**src/rtl/hgkcr_pkg.sv**
```systemverilog
// Function
// - Host writes index port first, then data port reaches the selected register.
// - Reserved global indices 00h-06h and 08h-1Fh ignore writes and read zero.
// - Writing index 07h picks the logical device for later device-range accesses.
// - Activation acts only on the currently selected logical device.
// - Index 20h is read-only and returns a fixed identification code.
// - Index 21h is read-only and returns the hardwired silicon revision.
// - Index 24h bit 2 enables serial interrupts, default one; other bits read zero.
// - Activation clears on system reset if power bit is 0, else host reset.
// - Option bit 6 blocks mouse clock and data into the core, not wake.
// - Option bit 5 blocks keyboard clock and data into the core, not wake.
// - Option register clears on host reset, isolation bits only on system reset.
// - Bit 4 picks mouse interrupt: raw AND latched, or latched alone.
// - Bit 3 picks keyboard interrupt: raw AND latched, or latched alone.
// - Bit 2 enables the fast gate port; clear disables it.
// - Swap register bit 0 exchanges keyboard and mouse clock and data lines.
// - Core reset register bit 0 holds the core in reset while set.
// - Swap and core reset registers return to 00h on host reset.
// - Wake paths see the raw pins regardless of isolation and swap.
package hgkcr_pkg;
  // ==========================================
  // Global indices
  localparam logic [7:0] IDX_LDN = 8'h07;
  localparam logic [7:0] IDX_CHIP_ID = 8'h20;
  localparam logic [7:0] IDX_REVISION = 8'h21;
  localparam logic [7:0] IDX_MODE = 8'h24;
  localparam logic [7:0] IDX_LD_FIRST = 8'h30;
  // ==========================================
  // Keyboard logical device
  localparam logic [7:0] LDN_KBD = 8'h01;
  localparam logic [7:0] IDX_ACTIVATE = 8'h30;
  localparam logic [7:0] IDX_KBD_OPT = 8'hF0;
  localparam logic [7:0] IDX_KBD_SWAP = 8'hF1;
  localparam logic [7:0] IDX_KBD_RST = 8'hF2;
  // ==========================================
  // Field positions
  localparam int MODE_SERIRQ_BIT = 2;
  localparam int ACT_BIT = 0;
  localparam int OPT_MISO_BIT = 6;
  localparam int OPT_KISO_BIT = 5;
  localparam int OPT_MOUSE_IRQ_LATCHED_SELECT_BIT = 4;
  localparam int OPT_KEYBOARD_IRQ_LATCHED_SELECT_BIT = 3;
  localparam int OPT_PORT92_BIT = 2;
  localparam int SWAP_BIT = 0;
  localparam int CORE_RST_BIT = 0;
  // ==========================================
  // Reset values and masks
  localparam logic [7:0] LDN_RESET = 8'h00;
  localparam logic [7:0] MODE_RESET = 8'h04;
  localparam logic [7:0] MODE_MASK = 8'h04;
  localparam logic [7:0] ACT_MASK = 8'h01;
  localparam logic [7:0] OPT_RESET = 8'h00;
  localparam logic [7:0] OPT_MASK = 8'h7F;
  localparam logic [7:0] OPT_ISO_MASK = 8'h60;
  localparam logic [7:0] SWAP_RESET = 8'h00;
  localparam logic [7:0] SWAP_MASK = 8'h03;
  localparam logic [7:0] CORE_RST_RESET = 8'h00;
  localparam logic [7:0] CORE_RST_MASK = 8'h01;
  localparam logic [7:0] INDEX_RESET = 8'h00;
endpackage

```
**src/rtl/hgkcr_regs.sv**
```systemverilog
module hgkcr_regs #(
  // Arbitrary neutral identification value
  parameter logic [7:0] CHIP_ID = 8'h5A,
  // Arbitrary revision value
  parameter logic [7:0] SILICON_REV = 8'h01
) (
  // Clock and resets
  input wire logic clk_i,
  input wire logic rst_i,
  input wire logic host_domain_reset_n_i,
  // Index and data port
  input wire logic index_wr_i,
  input wire logic data_wr_i,
  input wire logic data_rd_i,
  input wire logic [7:0] wdata_i,
  output logic [7:0] rdata_o,
  output logic rdata_valid_o,
  // Activation power domain select
  input wire logic kbd_power_select_i,
  // Keyboard and mouse pins
  input wire logic keyboard_clock_pin_i,
  input wire logic keyboard_data_pin_i,
  input wire logic mouse_clock_pin_i,
  input wire logic mouse_data_pin_i,
  output logic keyboard_clock_pin_o,
  output logic keyboard_clock_pin_oe_o,
  output logic keyboard_data_pin_o,
  output logic keyboard_data_pin_oe_o,
  output logic mouse_clock_pin_o,
  output logic mouse_clock_pin_oe_o,
  output logic mouse_data_pin_o,
  output logic mouse_data_pin_oe_o,
  // Controller core side
  output logic core_kbd_clock_o,
  output logic core_kbd_data_o,
  output logic core_mouse_clock_o,
  output logic core_mouse_data_o,
  input wire logic core_kbd_clock_low_i,
  input wire logic core_kbd_data_low_i,
  input wire logic core_mouse_clock_low_i,
  input wire logic core_mouse_data_low_i,
  input wire logic keyboard_interrupt_i,
  input wire logic mouse_interrupt_i,
  input wire logic kbd_irq_latch_clear_i,
  input wire logic mouse_irq_latch_clear_i,
  output logic keyboard_interrupt_o,
  output logic mouse_interrupt_o,
  output logic core_reset_o,
  // Wake logic
  output logic kbd_wake_data_o,
  output logic mouse_wake_data_o,
  // Global controls
  output logic serirq_enable_o,
  output logic fast_gate_port_enable_o,
  output logic kbd_active_o
);
  import hgkcr_pkg::*;

  // ==========================================
  // Decode helpers
  function automatic logic is_ld_index(input logic [7:0] idx);
    is_ld_index = (idx >= IDX_LD_FIRST);
  endfunction

  function automatic logic kbd_hit(input logic [7:0] idx, input logic [7:0] ldn,
                                   input logic [7:0] target);
    kbd_hit = is_ld_index(idx) && (ldn == LDN_KBD) && (idx == target);
  endfunction

  // ==========================================
  // Pin synchronisers
  logic [1:0] host_rst_sync_reg;
  logic [1:0] pwr_sync_reg;
  logic [1:0] keyboard_clock_pin_sync_reg;
  logic [1:0] keyboard_data_pin_sync_reg;
  logic [1:0] mclk_sync_reg;
  logic [1:0] mouse_data_pin_sync_reg;

  always_ff @(posedge clk_i) begin
    if (rst_i) begin
      host_rst_sync_reg <= 2'h0;
    end else begin
      host_rst_sync_reg <= {host_rst_sync_reg[0], host_domain_reset_n_i};
    end
  end

  always_ff @(posedge clk_i) begin
    if (rst_i) begin
      pwr_sync_reg <= 2'h0;
      keyboard_clock_pin_sync_reg <= 2'h3;
      keyboard_data_pin_sync_reg <= 2'h3;
      mclk_sync_reg <= 2'h3;
      mouse_data_pin_sync_reg <= 2'h3;
    end else begin
      pwr_sync_reg <= {pwr_sync_reg[0], kbd_power_select_i};
      keyboard_clock_pin_sync_reg <= {keyboard_clock_pin_sync_reg[0], keyboard_clock_pin_i};
      keyboard_data_pin_sync_reg <= {keyboard_data_pin_sync_reg[0], keyboard_data_pin_i};
      mclk_sync_reg <= {mclk_sync_reg[0], mouse_clock_pin_i};
      mouse_data_pin_sync_reg <= {mouse_data_pin_sync_reg[0], mouse_data_pin_i};
    end
  end

  logic host_rst;
  logic keyboard_clock_pin_s;
  logic keyboard_data_pin_s;
  logic mclk_s;
  logic mouse_data_pin_s;
  assign host_rst = rst_i | ~host_rst_sync_reg[1];
  assign keyboard_clock_pin_s = keyboard_clock_pin_sync_reg[1];
  assign keyboard_data_pin_s = keyboard_data_pin_sync_reg[1];
  assign mclk_s = mclk_sync_reg[1];
  assign mouse_data_pin_s = mouse_data_pin_sync_reg[1];

  // ==========================================
  // Index port
  logic [7:0] index_reg;

  always_ff @(posedge clk_i) begin
    if (host_rst) begin
      index_reg <= INDEX_RESET;
    end else if (index_wr_i) begin
      index_reg <= wdata_i;
    end
  end

  // ==========================================
  // Global registers
  logic [7:0] ldn_reg;
  logic [7:0] mode_reg;

  always_ff @(posedge clk_i) begin
    if (host_rst) begin
      ldn_reg <= LDN_RESET;
    end else if (data_wr_i && index_reg == IDX_LDN) begin
      ldn_reg <= wdata_i;
    end
  end

  always_ff @(posedge clk_i) begin
    if (host_rst) begin
      mode_reg <= MODE_RESET;
    end else if (data_wr_i && index_reg == IDX_MODE) begin
      mode_reg <= wdata_i & MODE_MASK;
    end
  end

  // ==========================================
  // Keyboard device registers
  logic [7:0] act_reg;
  logic [7:0] opt_reg;
  logic [7:0] swap_reg;
  logic [7:0] core_rst_reg;
  logic act_clear;
  logic wr_act;
  logic wr_opt;
  logic wr_swap;
  logic wr_core_rst;

  assign wr_act = data_wr_i && kbd_hit(index_reg, ldn_reg, IDX_ACTIVATE);
  assign wr_opt = data_wr_i && kbd_hit(index_reg, ldn_reg, IDX_KBD_OPT);
  assign wr_swap = data_wr_i && kbd_hit(index_reg, ldn_reg, IDX_KBD_SWAP);
  assign wr_core_rst = data_wr_i && kbd_hit(index_reg, ldn_reg, IDX_KBD_RST);
  assign act_clear = pwr_sync_reg[1] ? host_rst : rst_i;

  always_ff @(posedge clk_i) begin
    if (act_clear) begin
      act_reg <= 8'h00;
    end else if (wr_act) begin
      act_reg <= wdata_i & ACT_MASK;
    end
  end

  always_ff @(posedge clk_i) begin
    if (rst_i) begin
      opt_reg <= OPT_RESET;
    end else if (host_rst) begin
      opt_reg <= opt_reg & OPT_ISO_MASK;
    end else if (wr_opt) begin
      opt_reg <= wdata_i & OPT_MASK;
    end
  end

  always_ff @(posedge clk_i) begin
    if (host_rst) begin
      swap_reg <= SWAP_RESET;
    end else if (wr_swap) begin
      swap_reg <= wdata_i & SWAP_MASK;
    end
  end

  always_ff @(posedge clk_i) begin
    if (host_rst) begin
      core_rst_reg <= CORE_RST_RESET;
    end else if (wr_core_rst) begin
      core_rst_reg <= wdata_i & CORE_RST_MASK;
    end
  end

  // ==========================================
  // Data port read
  logic [7:0] read_next;

  always_comb begin
    read_next = 8'h00;
    if (is_ld_index(index_reg)) begin
      if (ldn_reg == LDN_KBD) begin
        case (index_reg)
          IDX_ACTIVATE: read_next = act_reg;
          IDX_KBD_OPT: read_next = opt_reg;
          IDX_KBD_SWAP: read_next = swap_reg;
          IDX_KBD_RST: read_next = core_rst_reg;
          default: read_next = 8'h00;
        endcase
      end
    end else begin
      case (index_reg)
        IDX_LDN: read_next = ldn_reg;
        IDX_CHIP_ID: read_next = CHIP_ID;
        IDX_REVISION: read_next = SILICON_REV;
        IDX_MODE: read_next = mode_reg;
        default: read_next = 8'h00;
      endcase
    end
  end

  always_ff @(posedge clk_i) begin
    if (host_rst) begin
      rdata_o <= 8'h00;
      rdata_valid_o <= 1'b0;
    end else begin
      rdata_valid_o <= data_rd_i;
      if (data_rd_i) begin
        rdata_o <= read_next;
      end
    end
  end

  // ==========================================
  // Interrupt latches
  logic kirq_latch_reg;
  logic mirq_latch_reg;

  always_ff @(posedge clk_i) begin
    if (host_rst) begin
      kirq_latch_reg <= 1'b0;
    end else if (keyboard_interrupt_i) begin
      kirq_latch_reg <= 1'b1;
    end else if (kbd_irq_latch_clear_i) begin
      kirq_latch_reg <= 1'b0;
    end
  end

  always_ff @(posedge clk_i) begin
    if (host_rst) begin
      mirq_latch_reg <= 1'b0;
    end else if (mouse_interrupt_i) begin
      mirq_latch_reg <= 1'b1;
    end else if (mouse_irq_latch_clear_i) begin
      mirq_latch_reg <= 1'b0;
    end
  end

  logic keyboard_irq_latched_select;
  logic mouse_irq_latched_select;
  assign keyboard_irq_latched_select = opt_reg[OPT_KEYBOARD_IRQ_LATCHED_SELECT_BIT];
  assign mouse_irq_latched_select = opt_reg[OPT_MOUSE_IRQ_LATCHED_SELECT_BIT];

  always_ff @(posedge clk_i) begin
    if (host_rst) begin
      keyboard_interrupt_o <= 1'b0;
      mouse_interrupt_o <= 1'b0;
    end else begin
      keyboard_interrupt_o <= keyboard_irq_latched_select ? kirq_latch_reg
                              : (keyboard_interrupt_i & kirq_latch_reg);
      mouse_interrupt_o <= mouse_irq_latched_select ? mirq_latch_reg
                           : (mouse_interrupt_i & mirq_latch_reg);
    end
  end

  // ==========================================
  // Pin routing, swap and isolation
  logic swap;
  logic k_iso;
  logic m_iso;
  logic ck_clk;
  logic ck_dat;
  logic cm_clk;
  logic cm_dat;
  assign swap = swap_reg[SWAP_BIT];
  assign k_iso = opt_reg[OPT_KISO_BIT];
  assign m_iso = opt_reg[OPT_MISO_BIT];
  assign ck_clk = swap ? mclk_s : keyboard_clock_pin_s;
  assign ck_dat = swap ? mouse_data_pin_s : keyboard_data_pin_s;
  assign cm_clk = swap ? keyboard_clock_pin_s : mclk_s;
  assign cm_dat = swap ? keyboard_data_pin_s : mouse_data_pin_s;

  always_ff @(posedge clk_i) begin
    if (rst_i) begin
      core_kbd_clock_o <= 1'b1;
      core_kbd_data_o <= 1'b1;
      core_mouse_clock_o <= 1'b1;
      core_mouse_data_o <= 1'b1;
    end else begin
      core_kbd_clock_o <= ck_clk | k_iso;
      core_kbd_data_o <= ck_dat | k_iso;
      core_mouse_clock_o <= cm_clk | m_iso;
      core_mouse_data_o <= cm_dat | m_iso;
    end
  end

  always_ff @(posedge clk_i) begin
    if (rst_i) begin
      keyboard_clock_pin_oe_o <= 1'b0;
      keyboard_data_pin_oe_o <= 1'b0;
      mouse_clock_pin_oe_o <= 1'b0;
      mouse_data_pin_oe_o <= 1'b0;
    end else begin
      keyboard_clock_pin_oe_o <= swap ? core_mouse_clock_low_i
                                 : core_kbd_clock_low_i;
      keyboard_data_pin_oe_o <= swap ? core_mouse_data_low_i
                                : core_kbd_data_low_i;
      mouse_clock_pin_oe_o <= swap ? core_kbd_clock_low_i
                              : core_mouse_clock_low_i;
      mouse_data_pin_oe_o <= swap ? core_kbd_data_low_i
                             : core_mouse_data_low_i;
    end
  end

  always_ff @(posedge clk_i) begin
    if (rst_i) begin
      keyboard_clock_pin_o <= 1'b0;
      keyboard_data_pin_o <= 1'b0;
      mouse_clock_pin_o <= 1'b0;
      mouse_data_pin_o <= 1'b0;
    end else begin
      keyboard_clock_pin_o <= 1'b0;
      keyboard_data_pin_o <= 1'b0;
      mouse_clock_pin_o <= 1'b0;
      mouse_data_pin_o <= 1'b0;
    end
  end

  // ==========================================
  // Wake paths
  always_ff @(posedge clk_i) begin
    if (rst_i) begin
      kbd_wake_data_o <= 1'b1;
      mouse_wake_data_o <= 1'b1;
    end else begin
      kbd_wake_data_o <= keyboard_data_pin_s;
      mouse_wake_data_o <= mouse_data_pin_s;
    end
  end

  // ==========================================
  // Control outputs
  always_ff @(posedge clk_i) begin
    if (rst_i) begin
      serirq_enable_o <= MODE_RESET[MODE_SERIRQ_BIT];
      fast_gate_port_enable_o <= 1'b0;
      kbd_active_o <= 1'b0;
      core_reset_o <= 1'b0;
    end else begin
      serirq_enable_o <= mode_reg[MODE_SERIRQ_BIT];
      fast_gate_port_enable_o <= opt_reg[OPT_PORT92_BIT];
      kbd_active_o <= act_reg[ACT_BIT];
      core_reset_o <= core_rst_reg[CORE_RST_BIT];
    end
  end
endmodule

```
**config.mk**
```make
export PLATFORM = sky130hd
export DESIGN_NAME = hgkcr_regs
export DESIGN_NICKNAME = d
export VERILOG_FILES = /design/src/rtl/hgkcr_pkg.sv /design/src/rtl/hgkcr_regs.sv
export SDC_FILE = /design/constraint.sdc
export NUM_CORES = 1
export LEC_CHECK = 0
export BUFFER_PORTS_ARGS = -buffer_cell sky130_fd_sc_hd__buf_2
export CAP_MARGIN = 40
export CORE_ASPECT_RATIO = 1.5
export CORE_MARGIN = 2
export CORE_UTILIZATION = 30
export CTS_BUF_LIST = sky130_fd_sc_hd__clkbuf_4
export DETAILED_ROUTE_END_ITERATION = 10
export GPL_TIMING_DRIVEN = 0
export PLACE_DENSITY = 0.59
export SYNTH_ARGS = -nofsm -noshare
export SYNTH_HDL_FRONTEND = slang
export SYNTH_SLANG_ARGS = --single-unit
export TNS_END_PERCENT = 1
```
**constraint.sdc**
```tcl
create_clock -name clk_i -period 3.5 [get_ports clk_i]
set_input_delay 0.175 -clock clk_i [delete_from_list [all_inputs] [get_ports clk_i]]
set_output_delay 0.175 -clock clk_i [all_outputs]
set_load 0.05 [all_outputs]
```
Word-level counts from Yosys, hierarchy flattened. Index checks and enable logic that the tools add are counted.

Multiplexer cells: 19. Multiply operators: 0. Order comparisons: 1. Shift operators: 0. Add/subtract/negate cells: 0. Divide/modulo/power cells: 0. Reduce and logical (&&, ||, !) cells: 15. Bitwise logic cells: 9. Equality and inequality tests: 9.

Operators by type and width (count): $eq 8x6->1 const B (4); $pmux 8 s4 (1); $pmux 7 s4 (1); $eq 8x8->1 const B (3); $mux 1 (15); $logic_and 1x1->1 (11); $eq 8x1->1 const B (1); $eq 8x3->1 const B (1); $ge 8x6->1 const B (1); $mux 8 (1); $mux 7 (1); $or 1x1->1 (5); $reduce_bool 2->1 (2); $and 1x1->1 (2); $not 1->1 (2); $reduce_and 2->1 (1); $reduce_or 2->1 (1).

Output and inout port bits: 29. Memories kept: 0. Memory bits (writable): 0. ROM bits: 0. Input bits: 27. Logic and storage cells: 87. Latch bits: 0. Register bits after elaboration: 67.

Depth between registers and ports, before layout. Gate-level depths: netlist of run 1.

Word-level depth: 5. Gate-level depth with buffers: 6. Mapped depth without buffers: 4.

Worst setup path after synthesis of run 1. Ideal clock, no wire load.

Path kind: register to register. Start: reg index_reg[0]. End: reg ldn_reg[5]. Setup time: 0.128 ns. Period minus slack after synthesis: 1.468 ns. Required time: 3.372 ns. Data arrival time: 1.340 ns. Path slack: 2.032 ns. Stages on the path, launching flop included: 6. Path buffers: 1. Cells stage by stage: dfxtp_1 clkbuf_1 and4b_1 nand3_2 mux2i_1 nor2_1.

Cells in the longest elaborated chain, start to end: 2.

RTL lines: start: declaration (line hgkcr_regs.sv:116) `logic [7:0] index_reg;`; start signal: assignment (line hgkcr_regs.sv:122) `index_reg <= wdata_i;`; $eq 8x3->1 (line hgkcr_regs.sv:134) `end else if (data_wr_i && index_reg == IDX_LDN) begin`; $logic_and 1x1->1 (line hgkcr_regs.sv:134); end signal: assignment (line hgkcr_regs.sv:135) `ldn_reg <= wdata_i;`; end: declaration (line hgkcr_regs.sv:128) `logic [7:0] ldn_reg;`.

No other way between the ends. A chain may end at the register's enable or synchronous reset.

Worst setup path in the final report of run 1.
Start: reg swap_reg[0]. End: reg mouse_data_pin_oe_o.

Cells in the longest elaborated chain, start to end: 1.

RTL lines: start: declaration (line hgkcr_regs.sv:151) `logic [7:0] swap_reg;`; start signal: assignment (line hgkcr_regs.sv:187) `swap_reg <= wdata_i & SWAP_MASK;`; $mux 1 (line hgkcr_regs.sv:324) `mouse_data_pin_oe_o <= swap ? core_kbd_data_low_i`; end signal: assignment (line hgkcr_regs.sv:324); end: declaration (line hgkcr_regs.sv:32) `output logic mouse_data_pin_oe_o,`.

No other way between the ends.

==> results of run 1 <==
worst paths after layout:
kind | to | slack, ns | cells after the start
worst max-delay path | mouse_data_pin_oe_o | 1.68 | 4
worst min-delay path | kirq_latch_reg | 0.04 | 4
worst max register to register | mouse_data_pin_oe_o | 1.68 | 4
worst min register to register | mouse_data_pin_sync_reg[1] | 0.42 | 1
what timing repair did:
action	in CTS	in global routing
hold buffers	17	0
setup endpoints to repair	0	0
endpoints found under the hold margin	18	0
gates resized for setup	0	0
metrics by stage:
| step | instance area [sq um] | utilization | cells |
|---|---|---|---|
| global placement | 3037 | 0.3588 | 431 |
| finish | 3417 | 0.4037 | 465 |
| floorplan | 2653 | - | 274 |
| CTS | 3415 | 0.4034 | 464 |
| global route | 3417 | 0.4037 | 465 |
| detailed placement | 3037 | 0.3588 | 431 |
power breakdown:
part | leakage (nW) | internal [mW] | switching [mW]
sequential | 0.545 | 0.775 | 0.00485
combinational | 0.770 | 0.0463 | 0.0697
clock | 0.102 | 0.432 | 0.284
routing by layer:
metal  up-vias  global-route usage  wire length (microns)
li1       1110                   -                      -
met1      1030              0.1702                   2720
met2        54              0.2484                   3361
met3        12             0.03561                    288
met4         0             0.08369                    194
met5         -                   0                      0
cell usage in the layout, fill, tap and decap left out, drive strengths merged, types with 2 or more instances in the layout:
| cell | synthesis | final |
|---|---|---|
| a2111oi | 2 | 2 |
| a21oi | 13 | 13 |
| a221oi | 2 | 2 |
| a31oi | 4 | 4 |
| and2 | 4 | 4 |
| and3 | 2 | 2 |
| and4b | 2 | 2 |
| and4bb | 2 | 2 |
| buf | 8 | 58 |
| bufinv | 0 | 4 |
| clkbuf | 10 | 19 |
| clkinvlp | 0 | 2 |
| conb | 1 | 4 |
| dfxtp | 67 | 67 |
| dlygate4sd3 | 0 | 17 |
| inv | 4 | 4 |
| mux2i | 30 | 30 |
| nand2 | 19 | 19 |
| nand3 | 10 | 10 |
| nand4 | 3 | 3 |
| nor2 | 31 | 31 |
| nor2b | 8 | 8 |
| nor4 | 5 | 5 |
| nor4b | 3 | 3 |
| o21ai | 15 | 15 |
| o31ai | 2 | 2 |
| or2 | 11 | 11 |
synthesized netlist by cell type (all sizes together), types with 3 or more instances:
cell type,count,area share
buf,8,0.022
and2,4,0.0099
clkbuf,10,0.015
nand2,19,0.027
nor4b,3,0.016
nor2,31,0.044
o21ai,15,0.028
mux2i,30,0.11
or2,11,0.026
nor4,5,0.020
nand3,10,0.021
inv,4,0.0057
a21oi,13,0.025
dfxtp,67,0.51
nor2b,8,0.019
nand4,3,0.0071
a31oi,4,0.0095
cell families after synthesis:
family / Yosys count
flops: 67
compound gates: 43
mux: 30
buf+inv: 22
simple gates: 108
other cells: 1
critical path, delay by kind of cell (launching register included):
family	cells	cell delay [ns]
buf+inv	2	1.10
mux	1	0.24
flops	1	0.33
simple gates	1	0.04
cell type report:
class	count	area (sq um)
multi-input cells	185	1200
well taps	107	133.9
clock buffers	9	67.56
flip-flops and latches	67	1341
plain buffers	18	96.34
inverters	4	15.01
fillers	858	5047
clock inverters	7	140.1
repair buffers	67	420.4
diodes	1	2.502
==> flow_summary.ini, run 1 <==
[final_layout]
areaGrowthSynthToFinish_pct = 29.37
drive_gt1_frac = 0.2605
nets = 379

[critical_path]
r2r_start = swap_reg[0]
crit_path_max_incr_delay_ns = 0.57
cp_data_required_time_ns = 3.82
critPathMaxFanout = 10
worstSetupEndpointType = flop
worstSetupStartpoint = swap_reg[0]
start_kind = flop
crit_type = flop to flop
cp_cell_sequence = clkbuf_1 -> mux2i_1 -> dlygate4sd3_1 -> nor2_1
cp_slowest_cell = dlygate4sd3_1
crit_arrival_ns = 2.13

[sta]
fin_crit_ns = 1.815
layout_setup_ws_ns = 1.685
worst_pin_slew_ns = 0.6869
max_freq_ghz = 0.5509
whs_ns = 0.04084
setup_viol = 0
drv_slew = 0
hold_viol = 0
timing.slew.headroom = 0.5421
fin_tns_setup_ns = 0
rsz0062_at_grt = false
skew_ns = 0.009387
period_share = 0.5187

[power]
peakVddDrop_uv = 175.1
power_mw = 1.611
power.density_nw_per_um2 = 471.6
p_leak_nw = 1.417

[floorplanning]
rows = 41
fp.dieH_microns = 118.9
dieArea_sq_um = 9586
coreArea_sq_um = 8464
die_w_microns = 80.61
initial_core_util = 0.3120
io_pins = 56

[cts]
clk_path_buf_depth = 2
cts_sinks = 67
cts_root_buf = clkbuf_4
clkTransAtPathRegs_ns = 0.11
cts_buffers = 9
clock_latency_ns = 0.43
htreeDepth = 3
cts_tree = yes
cts_setup_buffers = 0

[place]
place_ws_ns = 1.776
gp_routability_congestion = 0.8391
port_buffers = 50
hpwl_microns = 4795

[global_route]
overflow = 0
grt_use_total = 0.1488
grt_pass1_wl_microns = 10660
grt_pass1_vias = 2155
antenna_found_initial = 1
grt_start_max_net_pins = 13

[logic_synthesis]
synth_top_family_by_area = simple AND/OR/NAND/NOR gates
ys_ff_latch = 67
synth_ff_type = dfxtp_1
synth-simple-area-share = 0.2364
netlist_area_sq_um = 2641
synth_compound_area_frac = 0.09853
synthCells = 271
synth-xor-area-share = 0
avgSynthCellArea_sq_um = 9.746
synth_warnings = 0
async_reset_ff_frac = 0
yosysSeqAreaShare = 0.5078
yosys.area_share.adder = 0
synth_edf_count = 0
synthDistinctLibCells = 47
synth_mux_area_frac = 0.1137

[hold_path]
min_path_type = input pin to flop
hold_start = kbd_irq_latch_clear_i

[route]
vias = 2206
postRouteAntennaNets = 0
viasPerCell = 4.744
route.detailed.drc = 0
dr.pass1.iters = 4
wl_per_cell_microns = 14.12
drt_iter0_markers = 109
wirelength_microns = 6565

[status]
outcome = complete, no violations

[run]
drv_cap = 0
Power figures use the tool's default switching activity.
==> run 2, diff against run 1 <==
Clock period 3.5 ns to 1.7 ns, I/O delays scaled along.
==> run 2 against run 1 <==
Net effect: sequential power up 110%; die area unchanged; register-to-register slack worse by 1.6 ns; clock-buffer cell count unchanged; global-route usage about the same.
==> flow_summary.ini, run 2 (same netlist as run 1, synthesis figures left out) <==
[global_route]
grt_pass1_vias = 2186
grt_use_total = 0.1491
antenna_found_initial = 1
grt_start_max_net_pins = 13
overflow = 0
grt_pass1_wl_microns = 10760

[power]
swShare = 0.2234
peakVddDrop_uv = 360.4
clockPowerShare = 0.443
p_leak_nw = 1.473
power.density_nw_per_um2 = 946.5
power_mw = 3.341
internal_power_mw = 2.595
p_sw_mw = 0.7462
seqPwrFrac = 0.481
combPwrFrac = 0.077

[sta]
timing.slew.headroom = 0.5387
setup_viol = 0
hold_viol = 0
max_freq_ghz = 0.6022
skew_ns = 0.008648
rsz0062_at_grt = true
drv_slew = 0
worst_pin_slew_ns = 0.6920
fin_crit_ns = 1.661
period_share = 0.9768

[place]
port_buffers = 50
place_inst = 431
hpwl_microns = 4795
gp_routability_congestion = 0.8391

[critical_path]
cp_slowest_cell = nor4_1
worstSetupEndpointType = flop
cp_data_required_time_ns = 2.02
crit_arrival_ns = 1.98
crit_type = flop to flop
cp_cell_sequence = nor4_1 -> a31oi_1 -> a2111oi_1
crit_path_max_incr_delay_ns = 0.60
start_kind = flop
critPathMaxFanout = 6

[cts]
cts_buffers = 9
clock_latency_ns = 0.43
htreeDepth = 3
clkTransAtPathRegs_ns = 0.11
cts_sinks = 67
clk_path_buf_depth = 2
cts_root_buf = clkbuf_4
cts_setup_buffers = 0
cts_tree = yes

[floorplanning]
initial_core_util = 0.3120
die_w_microns = 80.61
fp.dieH_microns = 118.9
io_pins = 56
coreArea_sq_um = 8464
dieArea_sq_um = 9586
rows = 41

[route]
viasPerCell = 4.706
wl_per_cell_microns = 13.95
route.detailed.drc = 0
vias = 2226
dr.pass1.iters = 4
drt_iter0_markers = 98
wirelength_microns = 6597
postRouteAntennaNets = 0

[status]
outcome = complete, no violations

[final_layout]
final_common_cell = dfxtp_1
drive_gt1_frac = 0.2630
layout_common_cells = dfxtp_1, buf_2, nor2_1
nets = 387
layout.cells.non_filler = 473
areaGrowthSynthToFinish_pct = 33.63
final_core_util = 0.4170

[run]
drv_cap = 0

[hold_path]
min_path_type = input pin to flop
[run 2: cell count changes in the layout (fill, tap and decap cells not counted)]
cell,delta
dlygate4sd3_1,+9
a2111oi_0,-1
a221oi_1,-1
nand3_4,+1
nor4_4,+1
a221oi_2,+1
a2111oi_1,+1
clkbuf_1,-3
nand3_2,-1
clkbuf_2,+2
nor4_2,-1
[run 2: metal layers]
layer,part of all wire,GRT usage
met5,0,0
met4,0.037,0.08898
met3,0.043,0.03409
met2,0.51,0.2453
met1,0.41,0.1725
[run 2: power by group through the flow]
stage	logic, mW	clock network [mW]	registers, mW
final	0.256	1.48	1.61
after global routing	0.278	1.58	1.61
after CTS	0.256	1.52	1.61
after detailed placement	0.209	0	1.64
after global placement	0.207	0	1.64
after floorplan	0.0954	0	1.68
[run 2: worst max-delay path, delay by kind of cell (launching register included)]
kind / cells / cell delay, ns
AOI/OAI and AO/OA: 2 / 0.55
DFF: 1 / 0.41
and+or+nand+nor: 1 / 0.60
[run 2: layout make-up]
type	count	area, sq um
plain buffers	17	95.09
well taps	107	133.9
inverters	4	15.01
clock inverters	7	140.1
flip-flops and latches	67	1341
clock buffers	9	67.56
fillers	850	4935
multi-input cells	185	1224
diodes	1	2.502
repair buffers	76	510.5
[run 2: final timing paths]
kind | start | end | slack (ns) | depth (start not counted)
worst max-delay path | index_reg[7] | act_reg[0] | 0.04 | 3
worst max register to register | index_reg[7] | act_reg[0] | 0.04 | 3
worst min-delay path | data_wr_i | mode_reg[2] | 0.05 | 4
worst min register to register | mouse_data_pin_sync_reg[0] | mouse_data_pin_sync_reg[1] | 0.42 | 1
[run 2: what timing repair did]
item                                    in CTS  in global routing
pin swaps                                    0                  0
endpoints found under the setup margin       8                 20
resized for setup                            2                  5
endpoints found under the hold margin       48                  0
hold buffers                                26                  0
[run 2: metrics by stage]
step | worst slack (ns) | hold slack (ns) | cell area [sq um] | setup TNS [ns]
detailed placement | -0.02430 | 0.2744 | 3037 | -0.1526
global placement | -0.01154 | 0.2686 | 3037 | -0.03192
finish | 0.03944 | 0.04923 | 3530 | 0
floorplan | 0.2324 | 0.1888 | 2653 | 0
CTS | 0.04770 | 0.006043 | 3515 | 0
global route | -0.08185 | 0.06612 | 3530 | -0.08185
